--- config.mk ---
export PLATFORM = sky130hd
export DESIGN_NAME = sbp_barricade
export DESIGN_NICKNAME = d
export VERILOG_FILES = /design/src/sbp_pkg.sv /design/src/sbp_barricade.sv /design/src/sbp_reloc.sv /design/src/sbp_window.sv
export VERILOG_INCLUDE_DIRS = /design/src /design/src/src
export SDC_FILE = /design/constraint.sdc
export NUM_CORES = 1
export LEC_CHECK = 0
export BUFFER_PORTS_ARGS = -buffer_cell sky130_fd_sc_hd__buf_2
export CORE_ASPECT_RATIO = 0.7
export CORE_MARGIN = 4
export CORE_UTILIZATION = 45
export CTS_CLUSTER_DIAMETER = 200
export DETAILED_ROUTE_END_ITERATION = 10
export GPL_ROUTABILITY_DRIVEN = 0
export HOLD_SLACK_MARGIN = 0.1
export PLACE_DENSITY_LB_ADDON = 0.25
export SYNTH_ARGS = -nofsm -noshare
export SYNTH_HDL_FRONTEND = slang
export SYNTH_HIERARCHICAL = 1
export SYNTH_SLANG_ARGS = --single-unit
export TNS_END_PERCENT = 1
--- constraint.sdc ---
create_clock -name ref_clk_i -period 7.8 [get_ports ref_clk_i]
set_input_delay 1.95 -clock ref_clk_i [delete_from_list [all_inputs] [get_ports ref_clk_i]]
set_output_delay 1.95 -clock ref_clk_i [all_outputs]
set_load 0.05 [all_outputs]
--- src/sbp_defines.svh ---
// constants for the storage barricade protection unit
`ifndef SBP_DEFINES_SVH
`define SBP_DEFINES_SVH
`define SBP_ADDR_W      19
`define SBP_REG_W       7
`define SBP_CHAR_W      6
`define SBP_BANK_SHIFT  12
`define SBP_IDX_CHARS   19'h0003C
`define SBP_OFS_TWO     19'h00002
`define SBP_OFS_ONE     19'h00001
`define SBP_HI_BIT      6
`define SBP_LOW_BIT     0
`endif

--- src/sbp_pkg.sv ---
// types for the storage barricade protection unit
package sbp_pkg;
  typedef enum logic [3:0] {
    SBP_IDLE, SBP_RD_A, SBP_RD_A1, SBP_RD_B, SBP_RD_B1,
    SBP_WR_A, SBP_WR_A1, SBP_WR_B, SBP_WR_B1
  } sbp_state_t;
endpackage : sbp_pkg

--- src/sbp_barricade.sv ---
// barricade and relocation registers with load and store sequencer
//
// Behaviour
// load basic form copies character at A into barricade bank count
// protected area runs from barricade bank start to memory top
// extended variant takes seventh bit from rightmost bit at A-1
// relocation form loads base bank from B, seventh bit from B-1
// standard mode references add base; interrupt mode ones do not
// relocation form offsets barricade by the base relocation address
// protected stores refused outside window unless in interrupt mode
// barricade position is register value times 4096 locations
// neither instruction alters any word mark in memory
// after either, sequence next, A reg A-2, B reg B or B-2
// fifteen extra index registers sit in 60 chars past barricade
// those 60 locations act as ordinary storage otherwise
// load barricade is privileged while protection is active
// software should issue both instructions only in interrupt mode
// store writes barricade to A, clearing unused high bits
// extended store puts seventh bit in A-1, other five cleared
// relocation store writes base to B, seventh bit to B-1
// refused stores leave memory unchanged and flag a violation
`timescale 1ns/1ps
`default_nettype none
`include "sbp_defines.svh"
module sbp_barricade
  import sbp_pkg::*;
#(
  parameter bit EXTENDED = 1'b0
)(
  input  wire logic                    ref_clk_i,
  input  wire logic                    nrst_i,
  input  wire logic                    load_barricade_instruction_i,
  input  wire logic                    store_barricade_instruction_i,
  input  wire logic                    reloc_form_i,
  input  wire logic [`SBP_ADDR_W-1:0]  a_addr_i,
  input  wire logic [`SBP_ADDR_W-1:0]  b_addr_i,
  input  wire logic [`SBP_ADDR_W-1:0]  next_instruction_addr_i,
  input  wire logic                    intr_mode_i,
  input  wire logic                    prot_on_i,
  input  wire logic                    cpu_req_i,
  input  wire logic                    cpu_we_i,
  input  wire logic [`SBP_ADDR_W-1:0]  cpu_addr_i,
  input  wire logic [`SBP_CHAR_W-1:0]  cpu_wdata_i,
  input  wire logic [`SBP_CHAR_W-1:0]  mem_rdata_i,
  output logic                         mem_req_o,
  output logic                         mem_we_o,
  output logic                         mem_wm_keep_o,
  output logic      [`SBP_ADDR_W-1:0]  mem_addr_o,
  output logic      [`SBP_CHAR_W-1:0]  mem_wdata_o,
  output logic                         busy_o,
  output logic                         done_o,
  output logic                         privileged_trap_o,
  output logic                         violation_o,
  output logic      [`SBP_REG_W-1:0]   barricade_bank_count_o,
  output logic      [`SBP_REG_W-1:0]   relocation_bank_base_o,
  output logic      [`SBP_ADDR_W-1:0]  index_base_o,
  output logic      [`SBP_ADDR_W-1:0]  sequence_reg_o,
  output logic      [`SBP_ADDR_W-1:0]  a_operand_addr_reg_o,
  output logic      [`SBP_ADDR_W-1:0]  b_operand_addr_reg_o
);
  sbp_state_t state;
  logic [`SBP_REG_W-1:0]  barricade_bank_count;
  logic [`SBP_REG_W-1:0]  relocation_bank_base;
  logic                   reloc_mode;
  logic                   op_reloc;
  logic [`SBP_ADDR_W-1:0] op_a;
  logic [`SBP_ADDR_W-1:0] op_b;
  logic [`SBP_CHAR_W-1:0] next_char;
  logic [`SBP_ADDR_W-1:0] reloc_addr;
  logic [`SBP_ADDR_W-1:0] limit;
  logic                   allowed;
  logic                   cpu_write;
  logic                   start_load;
  logic                   start_store;
  logic                   trap;

  function automatic logic [`SBP_ADDR_W-1:0] sub_addr(
    input logic [`SBP_ADDR_W-1:0] x,
    input logic [`SBP_ADDR_W-1:0] d
  );
    sub_addr = x - d;
  endfunction : sub_addr

  // store form of a register: low six bits, high bits cleared
  function automatic logic [`SBP_CHAR_W-1:0] low_char(
    input logic [`SBP_REG_W-1:0] r
  );
    low_char = r[`SBP_CHAR_W-1:0];
  endfunction : low_char

  function automatic logic [`SBP_CHAR_W-1:0] top_char(
    input logic [`SBP_REG_W-1:0] r
  );
    top_char = {{(`SBP_CHAR_W-1){1'b0}}, r[`SBP_HI_BIT]};
  endfunction : top_char

  assign trap = load_barricade_instruction_i && prot_on_i && !intr_mode_i;
  assign start_load  = (state == SBP_IDLE) && load_barricade_instruction_i
                       && !trap;
  assign start_store = (state == SBP_IDLE) && store_barricade_instruction_i
                       && !load_barricade_instruction_i;
  assign cpu_write = (state == SBP_IDLE) && cpu_req_i && cpu_we_i
                     && !load_barricade_instruction_i
                     && !store_barricade_instruction_i;

  sbp_reloc u_reloc (
    .logical_i   (cpu_addr_i),
    .base_bank_i (relocation_bank_base),
    .intr_mode_i (intr_mode_i),
    .physical_o  (reloc_addr)
  );

  sbp_window u_window (
    .phys_i       (reloc_addr),
    .barr_bank_i  (barricade_bank_count),
    .base_bank_i  (relocation_bank_base),
    .reloc_form_i (reloc_mode),
    .prot_on_i    (prot_on_i),
    .intr_mode_i  (intr_mode_i),
    .allowed_o    (allowed),
    .limit_o      (limit)
  );

  // sequencer: one memory character per state
  always_ff @(posedge ref_clk_i or negedge nrst_i) begin
    if (!nrst_i) begin
      state <= SBP_IDLE;
    end else begin
      unique case (state)
        SBP_IDLE: begin
          if (start_load) begin
            state <= EXTENDED ? SBP_RD_A1 : SBP_RD_A;
          end else if (start_store) begin
            state <= SBP_WR_A;
          end
        end
        SBP_RD_A1: state <= SBP_RD_A;
        SBP_RD_A: begin
          if (op_reloc) begin
            state <= EXTENDED ? SBP_RD_B1 : SBP_RD_B;
          end else begin
            state <= SBP_IDLE;
          end
        end
        SBP_RD_B1: state <= SBP_RD_B;
        SBP_RD_B:  state <= SBP_IDLE;
        SBP_WR_A: state <= EXTENDED ? SBP_WR_A1 :
                           (op_reloc ? SBP_WR_B : SBP_IDLE);
        SBP_WR_A1: state <= op_reloc ? SBP_WR_B : SBP_IDLE;
        SBP_WR_B:  state <= EXTENDED ? SBP_WR_B1 : SBP_IDLE;
        SBP_WR_B1: state <= SBP_IDLE;
        default:   state <= SBP_IDLE;
      endcase
    end
  end

  always_ff @(posedge ref_clk_i or negedge nrst_i) begin
    if (!nrst_i) begin
      op_reloc <= 1'b0;
      op_a     <= '0;
      op_b     <= '0;
    end else if (start_load || start_store) begin
      op_reloc <= reloc_form_i;
      op_a     <= a_addr_i;
      op_b     <= b_addr_i;
    end
  end

  // memory answers in the cycle the address is shown
  always_ff @(posedge ref_clk_i or negedge nrst_i) begin
    if (!nrst_i) begin
      barricade_bank_count <= '0;
      relocation_bank_base <= '0;
      reloc_mode           <= 1'b0;
    end else begin
      unique case (state)
        SBP_RD_A1: barricade_bank_count[`SBP_HI_BIT] <=
                   mem_rdata_i[`SBP_LOW_BIT];
        SBP_RD_A: begin
          barricade_bank_count[`SBP_CHAR_W-1:0] <= mem_rdata_i;
          if (!EXTENDED) begin
            barricade_bank_count[`SBP_HI_BIT] <= 1'b0;
          end
          reloc_mode <= op_reloc;
        end
        SBP_RD_B1: relocation_bank_base[`SBP_HI_BIT] <=
                   mem_rdata_i[`SBP_LOW_BIT];
        SBP_RD_B: begin
          relocation_bank_base[`SBP_CHAR_W-1:0] <= mem_rdata_i;
          if (!EXTENDED) begin
            relocation_bank_base[`SBP_HI_BIT] <= 1'b0;
          end
        end
        default: ;
      endcase
    end
  end

  // memory port
  always_comb begin
    mem_req_o   = 1'b0;
    mem_we_o    = 1'b0;
    mem_addr_o  = '0;
    mem_wdata_o = '0;
    next_char   = '0;
    unique case (state)
      SBP_IDLE: begin
        // refused stores never reach memory
        mem_req_o   = cpu_req_i && !load_barricade_instruction_i
                      && !store_barricade_instruction_i
                      && (!cpu_we_i || allowed);
        mem_we_o    = cpu_write && allowed;
        mem_addr_o  = reloc_addr;
        mem_wdata_o = cpu_wdata_i;
      end
      SBP_RD_A: begin
        mem_req_o  = 1'b1;
        mem_addr_o = op_a;
      end
      SBP_RD_A1: begin
        mem_req_o  = 1'b1;
        mem_addr_o = sub_addr(op_a, `SBP_OFS_ONE);
      end
      SBP_RD_B: begin
        mem_req_o  = 1'b1;
        mem_addr_o = op_b;
      end
      SBP_RD_B1: begin
        mem_req_o  = 1'b1;
        mem_addr_o = sub_addr(op_b, `SBP_OFS_ONE);
      end
      SBP_WR_A: begin
        next_char   = low_char(barricade_bank_count);
        mem_req_o   = 1'b1;
        mem_we_o    = 1'b1;
        mem_addr_o  = op_a;
        mem_wdata_o = next_char;
      end
      SBP_WR_A1: begin
        mem_req_o   = 1'b1;
        mem_we_o    = 1'b1;
        mem_addr_o  = sub_addr(op_a, `SBP_OFS_ONE);
        mem_wdata_o = top_char(barricade_bank_count);
      end
      SBP_WR_B: begin
        mem_req_o   = 1'b1;
        mem_we_o    = 1'b1;
        mem_addr_o  = op_b;
        mem_wdata_o = low_char(relocation_bank_base);
      end
      SBP_WR_B1: begin
        mem_req_o   = 1'b1;
        mem_we_o    = 1'b1;
        mem_addr_o  = sub_addr(op_b, `SBP_OFS_ONE);
        mem_wdata_o = top_char(relocation_bank_base);
      end
    endcase
  end

  // data bits only; the word-mark bit of each location is preserved
  assign mem_wm_keep_o = 1'b1;

  logic last_step;
  always_comb begin
    last_step = 1'b0;
    unique case (state)
      SBP_RD_A:  last_step = !op_reloc;
      SBP_RD_B:  last_step = 1'b1;
      SBP_WR_A:  last_step = !EXTENDED && !op_reloc;
      SBP_WR_A1: last_step = !op_reloc;
      SBP_WR_B:  last_step = !EXTENDED;
      SBP_WR_B1: last_step = 1'b1;
      default:   last_step = 1'b0;
    endcase
  end

  always_ff @(posedge ref_clk_i or negedge nrst_i) begin
    if (!nrst_i) begin
      done_o               <= 1'b0;
      sequence_reg_o       <= '0;
      a_operand_addr_reg_o <= '0;
      b_operand_addr_reg_o <= '0;
    end else begin
      done_o <= last_step;
      if (last_step) begin
        sequence_reg_o       <= next_instruction_addr_i;
        a_operand_addr_reg_o <= sub_addr(op_a, `SBP_OFS_TWO);
        b_operand_addr_reg_o <= op_reloc ?
                                sub_addr(op_b, `SBP_OFS_TWO) : op_b;
      end
    end
  end

  always_ff @(posedge ref_clk_i or negedge nrst_i) begin
    if (!nrst_i) begin
      violation_o       <= 1'b0;
      privileged_trap_o <= 1'b0;
    end else begin
      violation_o       <= cpu_write && !allowed;
      privileged_trap_o <= trap && (state == SBP_IDLE);
    end
  end

  // index registers are ordinary memory; this only locates them
  assign index_base_o = limit;
  assign busy_o = (state != SBP_IDLE);
  assign barricade_bank_count_o = barricade_bank_count;
  assign relocation_bank_base_o = relocation_bank_base;

  // full-width window top, so a wrapped limit cannot fool the check
  logic [`SBP_ADDR_W:0] win_top;
  assign win_top = {1'b0, barricade_bank_count, {`SBP_BANK_SHIFT{1'b0}}}
                   + (reloc_mode ? {1'b0, relocation_bank_base,
                                    {`SBP_BANK_SHIFT{1'b0}}} : '0);

  a_no_write_trap: assert property (@(posedge ref_clk_i) disable iff (!nrst_i)
    (state == SBP_IDLE && cpu_write && !allowed) |-> !mem_we_o)
    else $error("refused store reached memory");
  a_violation_flag: assert property (@(posedge ref_clk_i) disable iff (!nrst_i)
    (cpu_write && !allowed) |=> violation_o)
    else $error("violation not flagged");
  a_intr_no_reloc: assert property (@(posedge ref_clk_i) disable iff (!nrst_i)
    (state == SBP_IDLE && intr_mode_i) |-> reloc_addr == cpu_addr_i)
    else $error("interrupt mode address relocated");
  a_window_block: assert property (@(posedge ref_clk_i) disable iff (!nrst_i)
    (prot_on_i && !intr_mode_i && {1'b0, reloc_addr} >= win_top)
      |-> !allowed)
    else $error("store past barricade allowed");
  a_load_a_reg: assert property (@(posedge ref_clk_i) disable iff (!nrst_i)
    (state == SBP_RD_A) |=> barricade_bank_count[`SBP_CHAR_W-1:0]
                            == $past(mem_rdata_i))
    else $error("barricade not loaded from A");
  a_a_minus_two: assert property (@(posedge ref_clk_i) disable iff (!nrst_i)
    last_step |=> a_operand_addr_reg_o == $past(op_a) - `SBP_OFS_TWO)
    else $error("A register not A-2");
  a_priv_trap: assert property (@(posedge ref_clk_i) disable iff (!nrst_i)
    (state == SBP_IDLE && trap) |=> privileged_trap_o && state == SBP_IDLE)
    else $error("privileged load not trapped");
  a_store_clear: assert property (@(posedge ref_clk_i) disable iff (!nrst_i)
    (state == SBP_WR_A1 || state == SBP_WR_B1)
      |-> mem_wdata_o[`SBP_CHAR_W-1:1] == '0)
    else $error("upper bits of minus one char not cleared");
  a_wm_kept: assert property (@(posedge ref_clk_i) disable iff (!nrst_i)
    mem_we_o |-> mem_wm_keep_o)
    else $error("word mark not preserved");
  a_store_done: assert property (@(posedge ref_clk_i) disable iff (!nrst_i)
    start_store && !reloc_form_i && !EXTENDED |=> ##1 done_o)
    else $error("store not done in time");
  a_store_ext_done: assert property (@(posedge ref_clk_i) disable iff (!nrst_i)
    start_store && !reloc_form_i && EXTENDED |=> ##2 done_o)
    else $error("extended store not done in time");

  c_load: cover property (@(posedge ref_clk_i) disable iff (!nrst_i)
    state == SBP_RD_B ##1 done_o);
  c_store: cover property (@(posedge ref_clk_i) disable iff (!nrst_i)
    state == SBP_WR_B);
  c_violation: cover property (@(posedge ref_clk_i) disable iff (!nrst_i)
    violation_o);
  c_trap: cover property (@(posedge ref_clk_i) disable iff (!nrst_i)
    privileged_trap_o);
endmodule : sbp_barricade
`default_nettype wire

--- src/sbp_reloc.sv ---
// address relocation for standard mode references
`timescale 1ns/1ps
`default_nettype none
`include "sbp_defines.svh"
module sbp_reloc
  import sbp_pkg::*;
(
  input  wire logic [`SBP_ADDR_W-1:0] logical_i,
  input  wire logic [`SBP_REG_W-1:0]  base_bank_i,
  input  wire logic                   intr_mode_i,
  output logic      [`SBP_ADDR_W-1:0] physical_o
);
  logic [`SBP_ADDR_W-1:0] offset;
  assign offset = {base_bank_i, {`SBP_BANK_SHIFT{1'b0}}};
  // interrupt mode refers to absolute memory
  assign physical_o = intr_mode_i ? logical_i : logical_i + offset;
endmodule : sbp_reloc
`default_nettype wire

--- src/sbp_window.sv ---
// store permission check against base and barricade
`timescale 1ns/1ps
`default_nettype none
`include "sbp_defines.svh"
module sbp_window
  import sbp_pkg::*;
(
  input  wire logic [`SBP_ADDR_W-1:0] phys_i,
  input  wire logic [`SBP_REG_W-1:0]  barr_bank_i,
  input  wire logic [`SBP_REG_W-1:0]  base_bank_i,
  input  wire logic                   reloc_form_i,
  input  wire logic                   prot_on_i,
  input  wire logic                   intr_mode_i,
  output logic                        allowed_o,
  output logic      [`SBP_ADDR_W-1:0] limit_o
);
  logic [`SBP_ADDR_W:0] lim;
  logic [`SBP_ADDR_W:0] low;
  // extra bit keeps base plus barricade from wrapping past memory top
  assign low = reloc_form_i ? {1'b0, base_bank_i, {`SBP_BANK_SHIFT{1'b0}}}
                            : '0;
  assign lim = {1'b0, barr_bank_i, {`SBP_BANK_SHIFT{1'b0}}} + low;
  assign limit_o = lim[`SBP_ADDR_W-1:0];
  // protected below the base and from base plus barricade bank through the top of memory (base is zero unless relocation form)
  assign allowed_o = !prot_on_i || intr_mode_i ||
                     (({1'b0, phys_i} < lim) && ({1'b0, phys_i} >= low));
endmodule : sbp_window
`default_nettype wire

Word level (Yosys, flattened, before mapping)
Index checks and enable logic that the tools add are counted.
{ "classes": {"div": 0, "shifts": 0, "n_addsub": 6, "multipliers": 0, "eq_ne": 9, "muxes": 15, "n_reduce_logical": 42, "n_bitwise": 0, "n_lt_le_gt_ge": 2} }
{ "ops": {"columns": ["op", "count"], "rows": [
  ["one-hot mux 19 bit (5 select lines)", 1],
  ["two-way mux 19 bit", 3],
  ["subtractor 19 x 1 -> 19 bit (second input constant)", 2],
  ["subtractor 19 x 2 -> 19 bit (second input constant)", 2],
  ["one-hot mux 6 bit (5 select lines)", 1],
  ["adder 19 x 19 -> 20 bit", 1],
  ["< comparator 19 x 20 -> 1 bit", 1],
  ["one-hot mux 4 bit (5 select lines)", 1],
  ["adder 19 bit", 1],
  ["greater-or-equal comparator 19 bit", 1],
  ["logical AND 1 bit", 17],
  ["equality test 4 x 3 -> 1 bit (second input constant)", 4],
  ["one-hot mux 1 bit (2 select lines)", 5],
  ["OR reduction 2 bit", 5],
  ["equality test 4 x 2 -> 1 bit (second input constant)", 2],
  ["logical NOT 1 bit", 8],
  ["two-way mux 4 bit", 2],
  ["OR reduction 8 bit", 1],
  ["OR reduction 3 bit", 2],
  ["equality test 4 x 1 -> 1 bit (second input constant)", 1],
  ["equality test 4 bit (second input constant)", 1],
  ["logical NOT 4 bit", 1],
  ["logical OR 1 bit", 4],
  ["nonzero test 2 bit", 2],
  ["other kinds (5)", 5]
]} }
{ "word_totals": {"ramBits": 0, "inputBits": 97, "mem_count": 0, "latch_bits": 0, "word_cells": 89, "romBits": 0, "regBits": 118, "out_inout_bits": 122} }

Logic depth before layout (Yosys ltp)
{ "depth": {"ltp_word": 8, "mapped_depth": 14, "mapped_depth_nobuf": 14} }

Modules after synthesis
The synthesis kept the hierarchy.
{ "modules_own_cells": {"columns": ["mod", "area_per_inst_um2", "instances", "cells_each"], "rows": [
  ["sbp_barricade", 6686.4, 1, 684],
  ["sbp_window", 755.7, 1, 102],
  ["sbp_reloc", 429.2, 1, 53]
]} }

Least setup slack after synthesis
OpenSTA, ideal clock, no wires.
{ "synth_path": {"kind": "input to output", "from": "input port cpu_addr_i[12]", "to": "output port mem_we_o", "t_arrival_ns": 5.198, "stages": 13, "setup_slack_ns": 0.652, "required_time_ns": 5.850, "n_path_buf": 0, "cell_sequence": "ha_1 fa_1 a211oi_2 o21bai_2 xnor2_1 mux2_2 ha_1 a221oi_1 a21oi_1 o21ai_0 a31oi_1 nand4_1 o21ai_0"} }
{ "synth_between": {"elab_chain_cells": 7, "word_cells_on_any_way": 8} }
{ "synth_rtl": {"columns": ["element", "line", "rtl"], "rows": [
  ["start: declaration", "sbp_barricade.sv:42", "input wire logic [`SBP_ADDR_W-1:0] cpu_addr_i,"],
  ["adder 19 bit (*)", "sbp_reloc.sv:16", "assign physical_o = intr_mode_i ? logical_i : logical_i + offset;"],
  ["two-way mux 19 bit (*)", "sbp_reloc.sv:16", null],
  ["via reloc_addr[16]", "sbp_barricade.sv:69", "logic [`SBP_ADDR_W-1:0] reloc_addr;"],
  ["< comparator 19 x 20 -> 1 bit or greater-or-equal comparator 19 bit (tied branches)", "sbp_window.sv:26", "(({1'b0, phys_i} < lim) && ({1'b0, phys_i} >= low));"],
  ["logical AND 1 bit (*)", "sbp_window.sv:26", null],
  ["logical OR 1 bit (*)", "sbp_window.sv:25", "assign allowed_o = !prot_on_i || intr_mode_i ||"],
  ["via allowed", "sbp_barricade.sv:71", "logic allowed;"],
  ["logical AND 1 bit (*)", "sbp_barricade.sv:212", "mem_we_o = cpu_write && allowed;"],
  ["one-hot mux 1 bit (2 select lines) (*)", "sbp_barricade.sv:206", "unique case (state)"],
  ["end: declaration", "sbp_barricade.sv:46", "output logic mem_we_o,"]
]} }
Mark *: on every way through the listed nets, which the timed path passes. The rest lies on a longest branch.

Worst setup path after layout
{ "layout_path": {"from": "input port cpu_addr_i[12]", "to": "output port mem_req_o"} }
{ "layout_between": {"elab_chain_cells": 8, "word_cells_on_any_way": 9} }
{ "layout_rtl": {"columns": ["element", "line", "rtl"], "rows": [
  ["adder 19 bit (*)", "sbp_reloc.sv:16", null],
  ["two-way mux 19 bit (*)", "sbp_reloc.sv:16", null],
  ["via reloc_addr[16]", "sbp_barricade.sv:69", null],
  ["< comparator 19 x 20 -> 1 bit or greater-or-equal comparator 19 bit (tied branches)", "sbp_window.sv:26", null],
  ["logical AND 1 bit (*)", "sbp_window.sv:26", null],
  ["logical OR 1 bit (*)", "sbp_window.sv:25", null],
  ["via allowed", "sbp_barricade.sv:71", null],
  ["logical OR 1 bit (*)", "sbp_barricade.sv:211", "&& (!cpu_we_i || allowed);"],
  ["logical AND 1 bit (*)", "sbp_barricade.sv:211", null],
  ["one-hot mux 1 bit (2 select lines) (*)", "sbp_barricade.sv:206", null],
  ["end: declaration", "sbp_barricade.sv:45", "output logic mem_req_o,"]
]} }
Marks and branches as above.

==> results.py <==
metrics = {
    "route": {
        "drt_iter0_drc": 704,
        "antenna_left": 0,
        "via_per_inst": 5.63,
        "drt-pass1-iter-count": 5,
        "drt-wirelength-per-cell_um": 19.3,
        "wirelength_um": 24000,
        "drc": 0,
        "vias": 6973,
    },
    "floorplanning": {
        "initial_utilization_pct": 45.9,
        "die_w_um": 166,
        "io_pins": 219,
        "row_count": 40,
        "coreArea_sq_um": 17200,
        "die_y_um": 119,
        "die_area_sq_um": 19700,
    },
    "min_path": {
        "holdCritPathClass": "flip-flop to flip-flop",
    },
    "clock_network": {
        "cts_sinks": 117,
        "postCtsResizedCells": 0,
        "clk_latency_ns": 0.41,
        "cts_hold_buffers": 0,
        "h-tree-depth": 4,
        "clk_pin_slew_ns": 0.05,
        "cts_tree": "built",
        "cts.path.max_buffers": 2,
        "post-cts-setup-buffers": 0,
        "cts-buffers-inserted": 17,
        "clockRootBuffer": "clkbuf_16",
    },
    "cells_and_area": {
        "drive_gt1_share_pct": 34.4,
        "syn2layout_area_growth_pct": 20.4,
        "fin_cells": 1239,
        "ff_latch_area_sq_um": 2930,
        "fillers": 1595,
        "final_common_cell": "buf_2",
        "multi_input_area_sq_um": 4470,
        "nNetsFinal": 1124,
        "layout_common_cells": "buf_2 (204), dfrtp_1 (116), mux2_2 (77)",
        "final_util_pct": 55.2,
    },
    "yosys": {
        "async_flop_share_pct": 100,
        "syn_area_per_cell_sq_um": 9.38,
        "synth_edf_count": 0,
        "synthCells": 839,
        "synth_ff_type": "dfrtp_1",
        "synth_cell_types": 72,
        "ys_seq_area_share_pct": 37.2,
        "syn_area_sq_um": 7870,
        "ys_ff_latch": 117,
        "synth_warnings": 6,
    },
    "status": {
        "outcome": "completed",
    },
    "worst_setup_path": {
        "worstSetupPathType": "primary input to primary output",
        "crit_arrival_ns": 4.94,
        "worstPathRequired_ns": 5.85,
        "start_kind": "primary input",
        "worst-path-max-fanout": 3,
        "cp-end-kind": "primary output",
    },
    "sta": {
        "fmax_ghz": 0.145,
        "fin_worst_skew_ns": 0.0111,
        "rsz0062_at_grt": "false",
        "setup_viol": 0,
        "maxSlewViolCount": 0,
        "maxSlewHeadroom_pct": 31.0,
        "period_share_pct": 88.3,
        "hold_violations": 0,
        "min_period_ns": 6.89,
        "layout_setup_ws_ns": 0.909,
        "worstMarginPinSlew_ns": 1.03,
        "fin_setup_tns_ns": 0,
    },
    "placement": {
        "post-place-cells": 1208,
        "place.detailed.hpwl_um": 17800,
        "dpl_worst_slack_ns": 0.960,
        "port_buffers": 205,
    },
    "grt": {
        "grt_pass1_wl_um": 37700,
        "grtUsageTotal_pct": 24.1,
        "grt_max_degree": 84,
        "first_global_vias": 6759,
        "grt-ovfl-total": 0,
        "antenna_found_initial": 3,
    },
    "flow_run": {
        "maxCapViolations": 0,
    },
}
-- critical path, cell delays in order --
cell	delay [ns]
buf_2	0.11
ha_1	0.21
fa_1	0.41
a211oi_2	0.26
o21bai_2	0.17
xnor2_1	0.08
mux2_2	0.30
ha_1	0.31
a221oi_1	0.27
a21oi_1	0.11
o21ai_0	0.20
a31oi_1	0.08
nor2b_1	0.14
o21ai_0	0.08
buf_2	0.25
-- final cells by class --
cell class | instances | share of cell area (%)
repair buffers | 213 | 11.5
flip-flops and latches | 117 | 30.9
multi-input cells | 621 | 47.1
diodes | 1 | 0.0264
clock buffers | 22 | 5.11
well taps | 231 | 3.05
inverters | 26 | 1.03
clock inverters | 8 | 1.31
-- per-stage QoR --
step | hold WS [ns] | area, sq um
after floorplan | 0.548 | 7910
after global placement | 0.483 | 8870
after detailed placement | 0.489 | 8870
after CTS | 0.503 | 9480
after global routing | 0.519 | 9480
final | 0.498 | 9480
-- synth_stat cells (8+ instances only) --
library cell / instances / area [sq um]
dfrtp_1: 117 / 2930
buf_4: 26 / 195
mux2_2: 77 / 867
clkbuf_1: 38 / 143
mux2i_1: 18 / 180
nor2_1: 75 / 282
nand2_1: 54 / 203
o21ai_0: 42 / 210
buf_2: 16 / 80.1
ha_1: 29 / 363
a21oi_1: 64 / 320
or3_1: 8 / 50.1
nor3_1: 26 / 130
nand3_1: 11 / 55.1
inv_1: 25 / 93.8
xnor2_1: 36 / 315
nor4_1: 11 / 68.8
xor2_1: 26 / 228
-- cell families after synthesis --
family	share of synthesized area [%]
adder cells (fa/ha/maj)	5.12
AO/OA/AOI/OAI	14.6
flip-flops	37.2
other	0.0954
multiplexers	13.6
buffers and inverters	6.95
AND/OR/NAND/NOR	15.5
XOR/XNOR	6.90
-- registers in the layout, summed over array words and instances (netlist names) --
register / cells
relocation_bank_base_o: 7
sequence_reg_o: 19
barricade_bank_count_o: 7
b_operand_addr_reg_o: 19
a_operand_addr_reg_o: 19
reloc_mode: 1
op_reloc: 1
state: 3
op_b: 19
violation_o: 1
done_o: 1
privileged_trap_o: 1
op_a: 19
-- final timing paths --
kind	startpoint	end	slack (ns)	cells after the start
max	cpu_addr_i[12]	mem_req_o	0.91	15
min	sequence_reg_o[12]	sequence_reg_o[12]	0.50	1
max reg2reg	state[1]	op_a[0]	4.38	6
min reg2reg	sequence_reg_o[12]	sequence_reg_o[12]	0.50	1
max in group asynchronous	nrst_i	b_operand_addr_reg_o[16]	4.92	2
min in group asynchronous	nrst_i	op_a[16]	1.60	1
-- per-layer routing --
layer	vias up	GRT usage, %	share of wire, %
li1	3274	-	-
met1	3358	34.9	46
met2	310	35.3	44
met3	27	6.85	9.1
met4	4	6.23	1.3
met5	-	0	0.14
Power is left out: the tool's default activity adds up to more than one toggle a clock period on the data nets, which glitch-free logic cannot reach.
